==> config.mk <==
export PLATFORM = sky130hd
export DESIGN_NAME = cprc_top
export DESIGN_NICKNAME = d
export VERILOG_FILES = /design/src/shared/cprc_pkg.sv /design/src/rtl/cprc_row_store.sv /design/src/rtl/cprc_top.sv
export VERILOG_INCLUDE_DIRS = /design/src /design/src/shared
export SDC_FILE = /design/constraint.sdc
export NUM_CORES = 1
export LEC_CHECK = 0
export BUFFER_PORTS_ARGS = -buffer_cell sky130_fd_sc_hd__buf_4
export CAP_MARGIN = 5
export CORE_MARGIN = 10
export CORE_UTILIZATION = 53
export DETAILED_ROUTE_END_ITERATION = 8
export GPL_TIMING_DRIVEN = 0
export PLACE_DENSITY = 0.94
export SYNTH_ARGS = -nofsm -noshare
export SYNTH_HDL_FRONTEND = slang
export SYNTH_SLANG_ARGS = --single-unit
==> constraint.sdc <==
create_clock -name clock -period 2.3 [get_ports clock]
set_clock_uncertainty 0.15 [all_clocks]
set_input_delay 0.345 -clock clock [delete_from_list [all_inputs] [get_ports clock]]
set_output_delay 0.345 -clock clock [all_outputs]
set_load 0.02 [all_outputs]
==> src/shared/cprc_cfg.svh <==
// Constants for the configuration port persistence controller
`ifndef CPRC_CFG_SVH
`define CPRC_CFG_SVH
`define CPRC_I2C_ADDR_W 10
`define CPRC_I2C_ADDR_ERASED 10'h3C0
`define CPRC_I2C_ADDR_RSVD 10'h3C1
`define CPRC_ALTER_MAX 4'h8
`define CPRC_ROW_W 15
// Feature row bit positions
`define CPRC_B_PROG 0
`define CPRC_B_INIT 1
`define CPRC_B_DONE 2
`define CPRC_B_SCAN 3
`define CPRC_B_SLAVE_SERIAL_CFG_PORT 4
`define CPRC_B_I2C 5
`define CPRC_B_MASTER_SERIAL_CFG_PORT 6
// Eight user address bits: three upper and five lower selectable bits
`define CPRC_B_ADDR_LO 7
`define CPRC_B_ADDR_HI 14
// Erased row: scan, slave_serial_cfg_port, i2c, program request on; address field zero
`define CPRC_ROW_ERASED 15'h0039
`endif

==> src/shared/cprc_pkg.sv <==
// Types for the configuration port persistence controller
package cprc_pkg;
	typedef enum logic [1:0] {
		CPRC_ST_INIT = 2'b00,
		CPRC_ST_CONFIG = 2'b01,
		CPRC_ST_USER = 2'b10
	} cprc_state_t;
endpackage

==> src/rtl/cprc_row_store.sv <==
// Feature row storage with lifetime alteration counter
`timescale 1ns/1ps
`include "cprc_cfg.svh"
module cprc_row_store
	import cprc_pkg::*;
(
	input wire logic clock,
	input wire logic sys_rst,
	input wire logic erase_req,
	input wire logic write_req,
	input wire logic [`CPRC_ROW_W-1:0] write_data,
	output logic [`CPRC_ROW_W-1:0] row_data,
	output logic row_erased,
	output logic alter_exhausted
);
	logic [`CPRC_ROW_W-1:0] row_r, row_nxt;
	logic erased_r, erased_nxt;
	logic [3:0] cnt_r, cnt_nxt;
	logic can_alter;

	// Each accepted erase or write spends one lifetime alteration; requests after the limit are ignored
	always_comb begin
		can_alter = (cnt_r != `CPRC_ALTER_MAX);
		row_nxt = row_r;
		erased_nxt = erased_r;
		cnt_nxt = cnt_r;
		if (can_alter && erase_req) begin
			row_nxt = `CPRC_ROW_ERASED;
			erased_nxt = 1'b1;
			cnt_nxt = cnt_r + 4'h1;
		end else if (can_alter && write_req) begin
			row_nxt = write_data;
			erased_nxt = 1'b0;
			cnt_nxt = cnt_r + 4'h1;
		end
	end

	// Reset models a blank part: row erased, no alterations used
	always_ff @(posedge clock) begin
		if (sys_rst) begin
			row_r <= `CPRC_ROW_ERASED;
			erased_r <= 1'b1;
			cnt_r <= 4'h0;
		end else begin
			row_r <= row_nxt;
			erased_r <= erased_nxt;
			cnt_r <= cnt_nxt;
		end
	end

	assign row_data = row_r;
	assign row_erased = erased_r;
	assign alter_exhausted = ~can_alter;
endmodule

==> src/rtl/cprc_top.sv <==
// Configuration port persistence controller: pin role decode
//
// Behaviour
// - An erased feature row always makes the program request pin a configuration input.
// - The I2C address is 1111000000 when erased, 1111000001 is reserved, else yyyxxxxx00.
// - Program request, init status and done pins are each enabled by their row bit.
// - An erased row enables the scan, slave serial and I2C ports.
// - On user mode entry slave serial and I2C go to user I/O unless a programmed row enables them.
// - Pins of a disabled port group become user I/O, else stay for programming.
// - Erased and programmed defaults differ only for slave serial and I2C.
// - The feature row may be altered at most eight times in total.
// - Each configuration memory update rewrites the feature row with the supplied contents, without an erase.
// - Erasing the row restores every setting to its erased default.
// - An enabled program request falling edge leaves user mode and restarts init.
`timescale 1ns/1ps
`include "cprc_cfg.svh"
module cprc_top
	import cprc_pkg::*;
(
	input wire logic clock,
	input wire logic sys_rst,
	input wire logic program_request_pin,
	input wire logic scan_port_enable_pin,
	input wire logic row_erase,
	input wire logic row_write,
	input wire logic [`CPRC_ROW_W-1:0] row_write_data,
	input wire logic mem_update,
	input wire logic config_done,
	output logic user_mode,
	output logic cfg_restart,
	output logic prog_pin_cfg,
	output logic init_status_pin_cfg,
	output logic done_pin_cfg,
	output logic scan_port_cfg,
	output logic slave_serial_cfg_port_cfg,
	output logic i2c_port_cfg,
	output logic master_serial_cfg_port_cfg,
	output logic [`CPRC_I2C_ADDR_W-1:0] i2c_cfg_addr,
	output logic [`CPRC_I2C_ADDR_W-1:0] i2c_rsvd_addr,
	output logic i2c_rsvd_valid,
	output logic row_erased,
	output logic alter_exhausted
);
	////////////////////////////////////////////////////////////////////////
	logic [`CPRC_ROW_W-1:0] row;
	logic erase_any, write_any;

	// A memory update rewrites the row with the supplied contents
	assign erase_any = row_erase | mem_update;
	assign write_any = row_write | mem_update;

	cprc_row_store u_store (
		.clock(clock),
		.sys_rst(sys_rst),
		.erase_req(erase_any & ~mem_update),
		.write_req(write_any),
		.write_data(row_write_data),
		.row_data(row),
		.row_erased(row_erased),
		.alter_exhausted(alter_exhausted)
	);

	////////////////////////////////////////////////////////////////////////
	// Pin synchronisers; stage one feeds only stage two
	logic prog_s1_r, prog_s2_r, prog_s3_r;
	logic scan_s1_r, scan_s2_r;

	always_ff @(posedge clock) begin
		if (sys_rst) begin
			prog_s1_r <= 1'b1;
			prog_s2_r <= 1'b1;
			prog_s3_r <= 1'b1;
			scan_s1_r <= 1'b1;
			scan_s2_r <= 1'b1;
		end else begin
			prog_s1_r <= program_request_pin;
			prog_s2_r <= prog_s1_r;
			prog_s3_r <= prog_s2_r;
			scan_s1_r <= scan_port_enable_pin;
			scan_s2_r <= scan_s1_r;
		end
	end

	////////////////////////////////////////////////////////////////////////
	// Persistence decode; erased row forces hardware defaults
	logic prog_en, init_en, done_en, scan_en, slave_serial_cfg_port_en, i2c_en, master_serial_cfg_port_en;

	always_comb begin
		prog_en = row_erased | row[`CPRC_B_PROG];
		init_en = ~row_erased & row[`CPRC_B_INIT];
		done_en = ~row_erased & row[`CPRC_B_DONE];
		scan_en = row_erased | row[`CPRC_B_SCAN];
		slave_serial_cfg_port_en = row_erased | row[`CPRC_B_SLAVE_SERIAL_CFG_PORT];
		i2c_en = row_erased | row[`CPRC_B_I2C];
		master_serial_cfg_port_en = ~row_erased & row[`CPRC_B_MASTER_SERIAL_CFG_PORT];
	end

	////////////////////////////////////////////////////////////////////////
	// Mode sequencer
	cprc_state_t state_r, state_nxt;
	logic prog_fall;

	// Held low keeps the sequencer in init while the request pin is enabled, as the pin requires
	assign prog_fall = prog_en & prog_s3_r & ~prog_s2_r;

	always_comb begin
		state_nxt = state_r;
		case (state_r)
			CPRC_ST_INIT: begin
				if (prog_s2_r | ~prog_en) begin
					state_nxt = CPRC_ST_CONFIG;
				end
			end
			CPRC_ST_CONFIG: begin
				if (prog_fall) begin
					state_nxt = CPRC_ST_INIT;
				end else if (config_done) begin
					state_nxt = CPRC_ST_USER;
				end
			end
			CPRC_ST_USER: begin
				if (prog_fall) begin
					state_nxt = CPRC_ST_INIT;
				end
			end
			default: begin
				state_nxt = CPRC_ST_INIT;
			end
		endcase
	end

	always_ff @(posedge clock) begin
		if (sys_rst) begin
			state_r <= CPRC_ST_INIT;
		end else begin
			state_r <= state_nxt;
		end
	end

	////////////////////////////////////////////////////////////////////////
	// Registered pin role selection, refreshed every cycle
	logic user_r, user_nxt, restart_r, restart_nxt;
	logic [6:0] role_r, role_nxt;
	logic [`CPRC_I2C_ADDR_W-1:0] addr_r, addr_nxt;

	always_comb begin
		user_nxt = (state_nxt == CPRC_ST_USER);
		restart_nxt = prog_fall & (state_r != CPRC_ST_INIT);
		// In config mode an erased row keeps request, slave serial and I2C for programming, scan if its pin is high
		role_nxt[0] = prog_en;
		role_nxt[1] = init_en;
		role_nxt[2] = done_en;
		role_nxt[3] = scan_en & scan_s2_r;
		// User mode drops serial ports unless the row keeps them
		role_nxt[4] = user_nxt ? (~row_erased & slave_serial_cfg_port_en) : slave_serial_cfg_port_en;
		role_nxt[5] = user_nxt ? (~row_erased & i2c_en) : i2c_en;
		role_nxt[6] = master_serial_cfg_port_en;
		if (row_erased) begin
			addr_nxt = `CPRC_I2C_ADDR_ERASED;
		end else begin
			// All eight selectable bits come from the row, two low bits fixed
			addr_nxt = {row[`CPRC_B_ADDR_HI:`CPRC_B_ADDR_LO], 2'b00};
		end
	end

	always_ff @(posedge clock) begin
		if (sys_rst) begin
			user_r <= 1'b0;
			restart_r <= 1'b0;
			role_r <= 7'h39;
			addr_r <= `CPRC_I2C_ADDR_ERASED;
		end else begin
			user_r <= user_nxt;
			restart_r <= restart_nxt;
			role_r <= role_nxt;
			addr_r <= addr_nxt;
		end
	end

	assign user_mode = user_r;
	assign cfg_restart = restart_r;
	assign prog_pin_cfg = role_r[0];
	assign init_status_pin_cfg = role_r[1];
	assign done_pin_cfg = role_r[2];
	assign scan_port_cfg = role_r[3];
	assign slave_serial_cfg_port_cfg = role_r[4];
	assign i2c_port_cfg = role_r[5];
	assign master_serial_cfg_port_cfg = role_r[6];
	assign i2c_cfg_addr = addr_r;
	assign i2c_rsvd_addr = `CPRC_I2C_ADDR_RSVD;
	assign i2c_rsvd_valid = row_erased;
endmodule

==> results of run 1 <==
[power groups by stage]
stage | registers (uW) | clock network (uW) | logic (uW)
floorplan | 852 | 0 | 113
global placement | 838 | 0 | 198
detailed placement | 841 | 0 | 202
CTS | 823 | 461 | 203
global route | 830 | 501 | 222
finish | 824 | 457 | 202
[registers in the layout, indices dropped and copies added, names as in the netlist]
| register | cells |
|---|---|
| u_store.row_data | 15 |
| i2c_cfg_addr | 8 |
| role_r | 7 |
| u_store.cnt_r | 4 |
| state_r | 2 |
| cfg_restart | 1 |
| prog_s1_r | 1 |
| prog_s2_r | 1 |
| prog_s3_r | 1 |
| scan_s1_r | 1 |
| scan_s2_r | 1 |
| u_store.row_erased | 1 |
| user_mode | 1 |
[worst max path at each step]
| stage | endpoint | from | slack (ns) | cells after the start |
|---|---|---|---|---|
| floorplan | u_store.row_data[0]$_SDFFE_PP1P_ | u_store.cnt_r[0]$_SDFFE_PP0P_ | 0.79 | 7 |
| global placement | alter_exhausted | u_store.cnt_r[0]$_SDFFE_PP0P_ | 0.62 | 6 |
| detailed placement | alter_exhausted | u_store.cnt_r[0]$_SDFFE_PP0P_ | 0.61 | 6 |
| CTS | alter_exhausted | u_store.cnt_r[0]$_SDFFE_PP0P_ | 0.20 | 6 |
| global route | alter_exhausted | u_store.cnt_r[0]$_SDFFE_PP0P_ | 0.07 | 6 |
| finish | alter_exhausted | u_store.cnt_r[0]$_SDFFE_PP0P_ | 0.21 | 6 |
[worst max-delay path: cells and delay by family, from the launching register on]
kind	cells	cell delay (ns)
AND/OR/NAND/NOR	1	0.12
flip-flops	1	0.36
buffers and inverters	4	0.55
adder cells (fa/ha/maj)	1	0.21
[metal layers]
layer / global-route usage / vias to the layer above
met2: 0.220 / 43
met1: 0.127 / 600
met4: 0.0558 / 0
li1: - / 702
met3: 0.0566 / 7
met5: 0 / -
[metrics by stage]
| step | hold slack, ns | instances | setup slack, ns | instance area (um2) | power, uW |
|---|---|---|---|---|---|
| 6_report | 0.0205 | 278 | 0.209 | 2170 | 1480 |
| 5_1_grt | 0.00560 | 278 | 0.0723 | 2170 | 1550 |
| 4_1_cts | 0.0142 | 278 | 0.203 | 2170 | 1490 |
| 3_5_place_dp | 0.248 | 270 | 0.606 | 2090 | 1040 |
| 3_3_place_gp | 0.242 | 270 | 0.623 | 2090 | 1040 |
| 2_1_floorplan | 0.239 | 184 | 0.787 | 1720 | 965 |
[cell type report]
class | instances | area share
multi-input cells | 114 | 0.319
plain buffers | 22 | 0.0622
inverters | 4 | 0.00692
clock inverters | 2 | 0.0161
flip-flops and latches | 44 | 0.406
repair buffers | 42 | 0.145
clock buffers | 6 | 0.0190
well taps | 44 | 0.0254
[cells in the mapped netlist, drive strengths merged, types with 2 or more instances]
cell / n / area (um2)
clkbuf: 7 / 27.5
nor3: 2 / 10.0
o31a: 2 / 17.5
or3: 7 / 43.8
o211ai: 5 / 37.5
inv: 4 / 15.0
o21ai: 24 / 120
dfxtp: 44 / 881
nand3b: 13 / 110
o22a: 2 / 17.5
ha: 2 / 25.0
buf: 15 / 108
a21oi: 15 / 75.1
conb: 2 / 7.51
or2: 5 / 31.3
nand2b: 2 / 12.5
nor2: 5 / 21.3
and2: 7 / 43.8
[kinds of logic after synthesis]
logic type	synth area share
compound gates	0.177
fa+ha+maj	0.0148
buf+inv	0.0890
flops	0.522
mux	0.00593
other cells	0.00445
simple gates	0.186
==> flow_metrics.env, run 1 <==
export IMPL_vias=1352
export IMPL_ys_seq_area_frac=0.522
export IMPL_finalSetupTns_ns=0
export IMPL_ys_types=34
export IMPL_switchingPower_uw=355
export IMPL_period_share=0.909
export IMPL_wl_met2_um=1830
export IMPL_seq_power_share=0.555
export IMPL_utilization=0.711
export IMPL_place_gp_congestion=0.764
export IMPL_critPathRequiredTime_ns=1.80
export IMPL_drv_slew=0
export IMPL_start_util=0.552
export IMPL_die_area_um2=5840
export IMPL_die_h_um=76.4
export IMPL_ios=55
export IMPL_ir_drop_uv=579
export IMPL_seq_area_um2=881
export IMPL_nets=258
export IMPL_rsz0062_at_grt="false"
export IMPL_area_growth_pct=28.7
export IMPL_slowest_delay_ns=0.36
export IMPL_routedLengthMet1_um=1520
export IMPL_cts_buffer_depth=2
export IMPL_final_common_cell="buf_4"
export IMPL_synthCells=174
export IMPL_cts_setup_buffers=0
export IMPL_drv_cap=0
export IMPL_pwr_share_clk=0.308
export IMPL_post_cts_resized=0
export IMPL_grtUsageTotal=0.126
export IMPL_grt_max_degree=14
export IMPL_hold_end="prog_s1_r$_SDFF_PP1_"
export IMPL_antenna_left=0
export IMPL_drtIter0Drc=143
export IMPL_min_period_ns=2.09
export IMPL_path_clk_slew_ns=0.11
export IMPL_insertion_delay_ns=0.36
export IMPL_htree_levels=2
export IMPL_synth_async_reset_ratio=0
export IMPL_fillers=245
export IMPL_antenna_found_initial=0
export IMPL_multi_input_area_um2=693
export IMPL_max_freq_mhz=478
export IMPL_cts_tree="built"
export IMPL_hold_path_class="input port to flip-flop"
export IMPL_slowest_stage="dfxtp_1"
export IMPL_switching_share=0.239
export IMPL_wl_met3_um=268
export IMPL_arrival_ns=1.60
export IMPL_wl_per_cell_um=13.3
export IMPL_static_leakage_power_uw=0.000948
export IMPL_ys_ff_latch=44
export IMPL_synth_area_um2=1690
export IMPL_drt_pass1_iter_count=4
export IMPL_fp_dieW_um=76.4
export IMPL_grt_pass1_vias=1355
export IMPL_cp_end_kind="output pin"
export IMPL_rr_endpoint="u_store.row_data[10]$_SDFFE_PP0P_"
export IMPL_cellPowerDensity_nw_per_um2=683
export IMPL_r2r_start="u_store.cnt_r[0]$_SDFFE_PP0P_"
export IMPL_post_dp_hpwl_um=2890
export IMPL_startpoint_type="flip-flop"
export IMPL_final_cell_mix="buf_4 (55), dfxtp_1 (44), o21ai_0 (24)"
export IMPL_rows=20
export IMPL_drive_above_1_share=0.321
export IMPL_path_max_fanout=10
export IMPL_grt_pass1_wl_um=6130
export IMPL_r2r_slack_ns=0.63
export IMPL_grt_remaining_overflow=0
export IMPL_cts_sinks=44
export IMPL_synth_avg_cell_area_um2=9.69
export IMPL_cts_hold_buf=0
export IMPL_cts_buffers=5
export IMPL_outcome="completed"
export IMPL_cts_root_buf="clkbuf_4"
export IMPL_combPwrFrac=0.136
export IMPL_cp_cell_sequence="inv_1 > ha_1 > nand3b_4 > inv_2 > buf_2 > buf_4"
export IMPL_drc=0
export IMPL_top_layer_used="met4"
export IMPL_routed_wl_um=3690
export IMPL_setup_viol=0
export IMPL_coreArea_um2=3050
export IMPL_n_antenna_cell=0
export IMPL_p_int_uw=1130
export IMPL_ff2ff_path_depth=6
export IMPL_io_buffers=42
export IMPL_hold_viol=0
export IMPL_path_class="flip-flop to output pin"
export IMPL_worstHoldStart="program_request_pin"
export IMPL_ys_warn_count=0
export IMPL_avgViaCountPerCell=4.86
export IMPL_synth_main_ff_cell="dfxtp_1"
export IMPL_synth_edf_count=0
export IMPL_hold_depth=2
(Power assumes the default switching activity.)
==> run 2: changes to the inputs <==
- CELL_PAD_IN_SITES_DETAIL_PLACEMENT: unset -> 2
- CELL_PAD_IN_SITES_GLOBAL_PLACEMENT: unset -> 2
- CORE_UTILIZATION: 53 -> 31
- PLACE_DENSITY: 0.94 -> 0.93
==> flow_metrics.env, run 2 (synthesis gave the netlist of run 1 again) <==
export IMPL_drc=0
export IMPL_nets=258
export IMPL_path_max_fanout=10
export IMPL_htree_levels=2
export IMPL_cp_cell_sequence="inv_1 > ha_1 > nand3b_4 > inv_2 > buf_2 > buf_4"
export IMPL_startpoint="u_store.cnt_r[0]$_SDFFE_PP0P_"
export IMPL_ff2ff_path_depth=7
export IMPL_fin_area_um2=2200
export IMPL_hold_slack_ns=0.0858
export IMPL_antenna_found_initial=0
export IMPL_antenna_left=0
export IMPL_path_clk_slew_ns=0.07
export IMPL_cts_hold_buf=0
export IMPL_drtIter0Drc=14
export IMPL_drv_slew=0
export IMPL_io_buffers=42
export IMPL_hold_viol=0
export IMPL_min_period_ns=2.12
export IMPL_drv_cap=0
export IMPL_hold_depth=2
export IMPL_cts_setup_buffers=0
export IMPL_startpoint_type="flip-flop"
export IMPL_cp_end_kind="output pin"
export IMPL_grt_pass1_wl_um=8660
export IMPL_slowest_stage="dfxtp_1"
export IMPL_max_freq_mhz=471
export IMPL_finalSetupTns_ns=0
export IMPL_largest_register_ff_count=15
export IMPL_tightest_slew_ns=0.574
export IMPL_grt_pass1_vias=1655
export IMPL_static_leakage_power_uw=0.000942
export IMPL_final_cell_mix="buf_4 (55), dfxtp_1 (44), o21ai_0 (24)"
export IMPL_area_growth_pct=30.2
export IMPL_vias=1444
export IMPL_wl_per_cell_um=17.7
export IMPL_grt_max_degree=12
export IMPL_start_util=0.324
export IMPL_cellPowerDensity_nw_per_um2=672
export IMPL_r2r_slack_ns=0.47
export IMPL_post_cts_resized=0
export IMPL_cts_tree="built"
export IMPL_rr_endpoint="u_store.row_data[3]$_SDFFE_PP1P_"
export IMPL_period_share=0.923
export IMPL_final_common_cell="buf_4"
export IMPL_rows=26
export IMPL_coreArea_um2=5200
export IMPL_fp_dieW_um=93.8
export IMPL_critPathRequiredTime_ns=1.80
export IMPL_fillers=566
export IMPL_cp_endpoint="alter_exhausted"
export IMPL_ios=55
export IMPL_grtUsageTotal=0.125
export IMPL_grt_remaining_overflow=0
export IMPL_fin_ws_ns=0.176
export IMPL_drt_pass1_iter_count=4
export IMPL_cts_buffers=5
export IMPL_path_class="flip-flop to output pin"
export IMPL_hold_path_class="input port to flip-flop"
export IMPL_die_h_um=93.8
export IMPL_r2r_start="u_store.cnt_r[0]$_SDFFE_PP0P_"
export IMPL_ir_drop_uv=200
export IMPL_die_area_um2=8790
export IMPL_post_dp_hpwl_um=4040
export IMPL_arrival_ns=1.63
export IMPL_setup_viol=0
export IMPL_cts_root_buf="clkbuf_8"
export IMPL_rsz0062_at_grt="false"
export IMPL_dpl_cell_area_um2=2130
export IMPL_outcome="completed"
export IMPL_cts_sinks=44
export IMPL_insertion_delay_ns=0.29
export IMPL_place_ws_ns=0.478
export IMPL_place_gp_congestion=0.731
export IMPL_drive_above_1_share=0.316
export IMPL_slowest_delay_ns=0.37
export IMPL_avgViaCountPerCell=4.80
export IMPL_routed_wl_um=5320
export IMPL_slew_headroom=0.614
export IMPL_n_antenna_cell=0
export IMPL_cts_buffer_depth=2
## run 2: worst max-delay path, delay by kind of cell, from the launching register on
family | cells | cell delay (ns)
adders and majority gates | 1 | 0.21
buffers and inverters | 4 | 0.61
and+or+nand+nor | 1 | 0.14
DFF | 1 | 0.37
## run 2: area by class of cell
class	instances	area, um2	area share
clock buffer	5	68.8	0.0313
multi-input combinational	114	693	0.316
buffer	22	135	0.0615
timing repair buffer	42	315	0.144
tap	70	87.6	0.0399
inverter	4	15.0	0.00684
sequential	44	881	0.401
## run 2: worst min-delay path by stage
stage,slack [ns],endpoint,from
6_report,0.09,prog_s1_r$_SDFF_PP1_,program_request_pin
5_1_grt,0.09,prog_s1_r$_SDFF_PP1_,program_request_pin
4_1_cts,0.08,prog_s1_r$_SDFF_PP1_,program_request_pin
3_5_place_dp,0.26,scan_s2_r$_SDFF_PP1_,scan_s1_r$_SDFF_PP1_
3_3_place_gp,0.24,scan_s2_r$_SDFF_PP1_,scan_s1_r$_SDFF_PP1_
2_1_floorplan,0.24,prog_s2_r$_SDFF_PP1_,prog_s1_r$_SDFF_PP1_
## run 2: routing by layer
| layer | vias to the layer above | wire [um] | global-route usage |
|---|---|---|---|
| met4 | 0 | 95 | 0.0608 |
| met3 | 5 | 203 | 0.0232 |
| met2 | 30 | 2890 | 0.232 |
| met1 | 714 | 2130 | 0.132 |
| li1 | 695 | - | - |
| met5 | - | 0 | 0 |
## run 2: report_power, final
group	total (uW)	internal (uW)	switching [uW]
registers	826	802	24.0
logic	213	98.8	114
clock network	437	196	241
total	1480	1100	379
## run 2: metrics by stage
step	total power (uW)	std cells	utilization
2_1_floorplan	965	184	-
3_3_place_gp	1040	296	0.409
3_5_place_dp	1060	296	0.409
4_1_cts	1490	301	0.422
5_1_grt	1540	301	0.422
6_report	1480	301	0.422
==> run 3: changes to the inputs <==
- ABC_AREA: unset -> 1
- CORE_MARGIN: 10 -> unset
- CORE_UTILIZATION: 31 -> 30
==> flow_metrics.env, run 3 <==
export IMPL_start_util=0.310
export IMPL_slowest_delay_ns=0.38
export IMPL_vias=1464
export IMPL_setup_viol=0
export IMPL_max_freq_mhz=484
export IMPL_critPathRequiredTime_ns=1.80
export IMPL_hold_path_class="input port to flip-flop"
export IMPL_arrival_ns=1.57
export IMPL_antenna_left=0
export IMPL_final_cell_mix="buf_4 (56), dfxtp_1 (44), nand2_1 (39)"
export IMPL_cts_setup_buffers=0
export IMPL_largest_register_ff_count=15
export IMPL_path_class="flip-flop to output pin"
export IMPL_coreArea_um2=5510
export IMPL_grt_pass1_wl_um=7420
export IMPL_cts_tree="built"
export IMPL_path_delay_family="buffers and inverters"
export IMPL_drtIter0Drc=38
export IMPL_die_h_um=77.5
export IMPL_dpl_cell_area_um2=2150
export IMPL_area_growth_pct=31.1
export IMPL_ys_warn_count=0
export IMPL_antenna_found_initial=0
export IMPL_htree_levels=2
export IMPL_startpoint_type="flip-flop"
export IMPL_synthTopCellsByCount="dfxtp_1 (44), nand2_1 (39), nand3_1 (23), inv_1 (20), nor2_1 (19)"
export IMPL_cellPowerDensity_nw_per_um2=689
export IMPL_synth_edf_count=0
export IMPL_post_dp_hpwl_um=3260
export IMPL_final_common_cell="buf_4"
export IMPL_grt_max_degree=15
export IMPL_cts_root_buf="clkbuf_8"
export IMPL_path_clk_slew_ns=0.08
export IMPL_synth_avg_cell_area_um2=8.45
export IMPL_path_max_fanout=10
export IMPL_cts_buffer_depth=2
export IMPL_ys_ff_latch=44
export IMPL_drv_slew=0
export IMPL_routed_wl_um=4360
export IMPL_grt_remaining_overflow=0
export IMPL_place_gp_congestion=0.748
export IMPL_ys_seq_area_frac=0.516
export IMPL_cp_buffers_inverters=4
export IMPL_post_cts_resized=0
export IMPL_min_period_ns=2.07
export IMPL_cts_hold_buf=0
export IMPL_finalSetupTns_ns=0
export IMPL_n_antenna_cell=0
export IMPL_ir_drop_uv=272
export IMPL_ios=55
export IMPL_cts_sinks=44
export IMPL_yosysTopAreaCell="dfxtp_1"
export IMPL_synth_area_leaders="dfxtp_1 (52%), nand2_1 (8.6%), nand3_1 (6.7%), buf_4 (6.2%), a21oi_2 (5.1%)"
export IMPL_synthCells=202
export IMPL_insertion_delay_ns=0.30
export IMPL_wl_per_cell_um=13.1
export IMPL_synthMostInstantiatedCell="dfxtp_1"
export IMPL_nets=286
export IMPL_cp_end_kind="output pin"
export IMPL_drt_pass1_iter_count=4
export IMPL_ys_types=23
export IMPL_outcome="completed"
export IMPL_drive_above_1_share=0.351
export IMPL_rsz0062_at_grt="false"
export IMPL_synth_async_reset_ratio=0
export IMPL_rows=27
export IMPL_period_share=0.898
export IMPL_die_area_um2=6000
export IMPL_synth_main_ff_cell="dfxtp_1"
export IMPL_static_leakage_power_uw=0.00106
export IMPL_hold_viol=0
export IMPL_synth_top_area_share=0.516
export IMPL_slowest_stage="dfxtp_1"
export IMPL_fp_dieW_um=77.5
export IMPL_drc=0
export IMPL_io_buffers=42
export IMPL_drv_cap=0
export IMPL_avgViaCountPerCell=4.38
export IMPL_synth_area_um2=1710
export IMPL_grt_pass1_vias=1539
export IMPL_fin_area_um2=2240
export IMPL_cts_buffers=5
export IMPL_cp_cell_sequence="inv_1 > ha_1 > nand3_4 > buf_4 > inv_1 > buf_4"
export IMPL_grtUsageTotal=0.161
[run 3: cell count changes after synthesis, moves of 4 or more]
cell / delta
nand2_1: +38
nor2_1: +15
and2_1: -7
or2_2: +4
nand3b_1: -12
o21ai_0: -23
o211ai_1: -5
inv_1: +17
or3_1: -7
nand3_1: +22
a21oi_1: -10
a21oi_2: +10
clkbuf_1: -5
[run 3: cell families (layout without fill, tap and decap cells)]
| family | after synthesis | in the layout | synth area share |
|---|---|---|---|
| simple gates | 97 | 97 | 0.262 |
| flops | 44 | 44 | 0.516 |
| buf+inv | 39 | 89 | 0.126 |
| compound gates | 17 | 17 | 0.0718 |
| fa+ha+maj | 2 | 2 | 0.0146 |
| other cells | 2 | 12 | 0.00440 |
| xor+xnor | 1 | 1 | 0.00513 |
[run 3: where the power goes]
group          switching [uW]  internal [uW]
Sequential               24.4            803
Combinational             131            102
Clock                     270            212
[run 3: through the flow]
| step | hold slack (ns) | util | power (uW) | std cells | worst slack (ns) |
|---|---|---|---|---|---|
| floorplan | 0.239 | - | 991 | 212 | 0.755 |
| global placement | 0.242 | 0.391 | 1060 | 326 | 0.581 |
| detailed placement | 0.257 | 0.391 | 1080 | 326 | 0.548 |
| CTS | 0.0871 | 0.406 | 1560 | 334 | 0.214 |
| global route | 0.0813 | 0.406 | 1620 | 334 | 0.0947 |
| finish | 0.0907 | 0.406 | 1540 | 334 | 0.234 |
[run 3: worst register-to-register path, cell delays in order (launching register included)]
cell and delay (ns):
dfxtp_1 0.38, inv_1 0.09, ha_1 0.24, nand3_4 0.17, nand2_2 0.11, nand2_2 0.11
buf_6 0.19, a21oi_2 0.06
[run 3: metal layers]
layer,routed length (um),global-route usage
met2,2320,0.302
met1,1790,0.178
met4,48,0.0453
met5,0,0
met3,200,0.0388
[run 3: path summary, 6_finish.rpt]
path / slack [ns] / from / endpoint / cells past startpoint
min reg2reg: 0.26 / prog_s1_r$_SDFF_PP1_ / prog_s2_r$_SDFF_PP1_ / 1
max: 0.23 / u_store.cnt_r[0]$_SDFFE_PP0P_ / alter_exhausted / 6
min: 0.09 / scan_port_enable_pin / scan_s1_r$_SDFF_PP1_ / 2
max reg2reg: 0.70 / u_store.cnt_r[0]$_SDFFE_PP0P_ / u_store.row_data[10]$_SDFFE_PP0P_ / 7
[run 3: cell type report]
| class | count | area, um2 |
|---|---|---|
| Fill cell | 633 | 3270 |
| Sequential cell | 44 | 881 |
| Multi-Input combinational cell | 129 | 649 |
| Timing Repair Buffer | 42 | 315 |
| Buffer | 18 | 136 |
| Tap cell | 72 | 90.1 |
| Inverter | 21 | 78.8 |
| Clock buffer | 5 | 68.8 |
| Clock inverter | 3 | 18.8 |
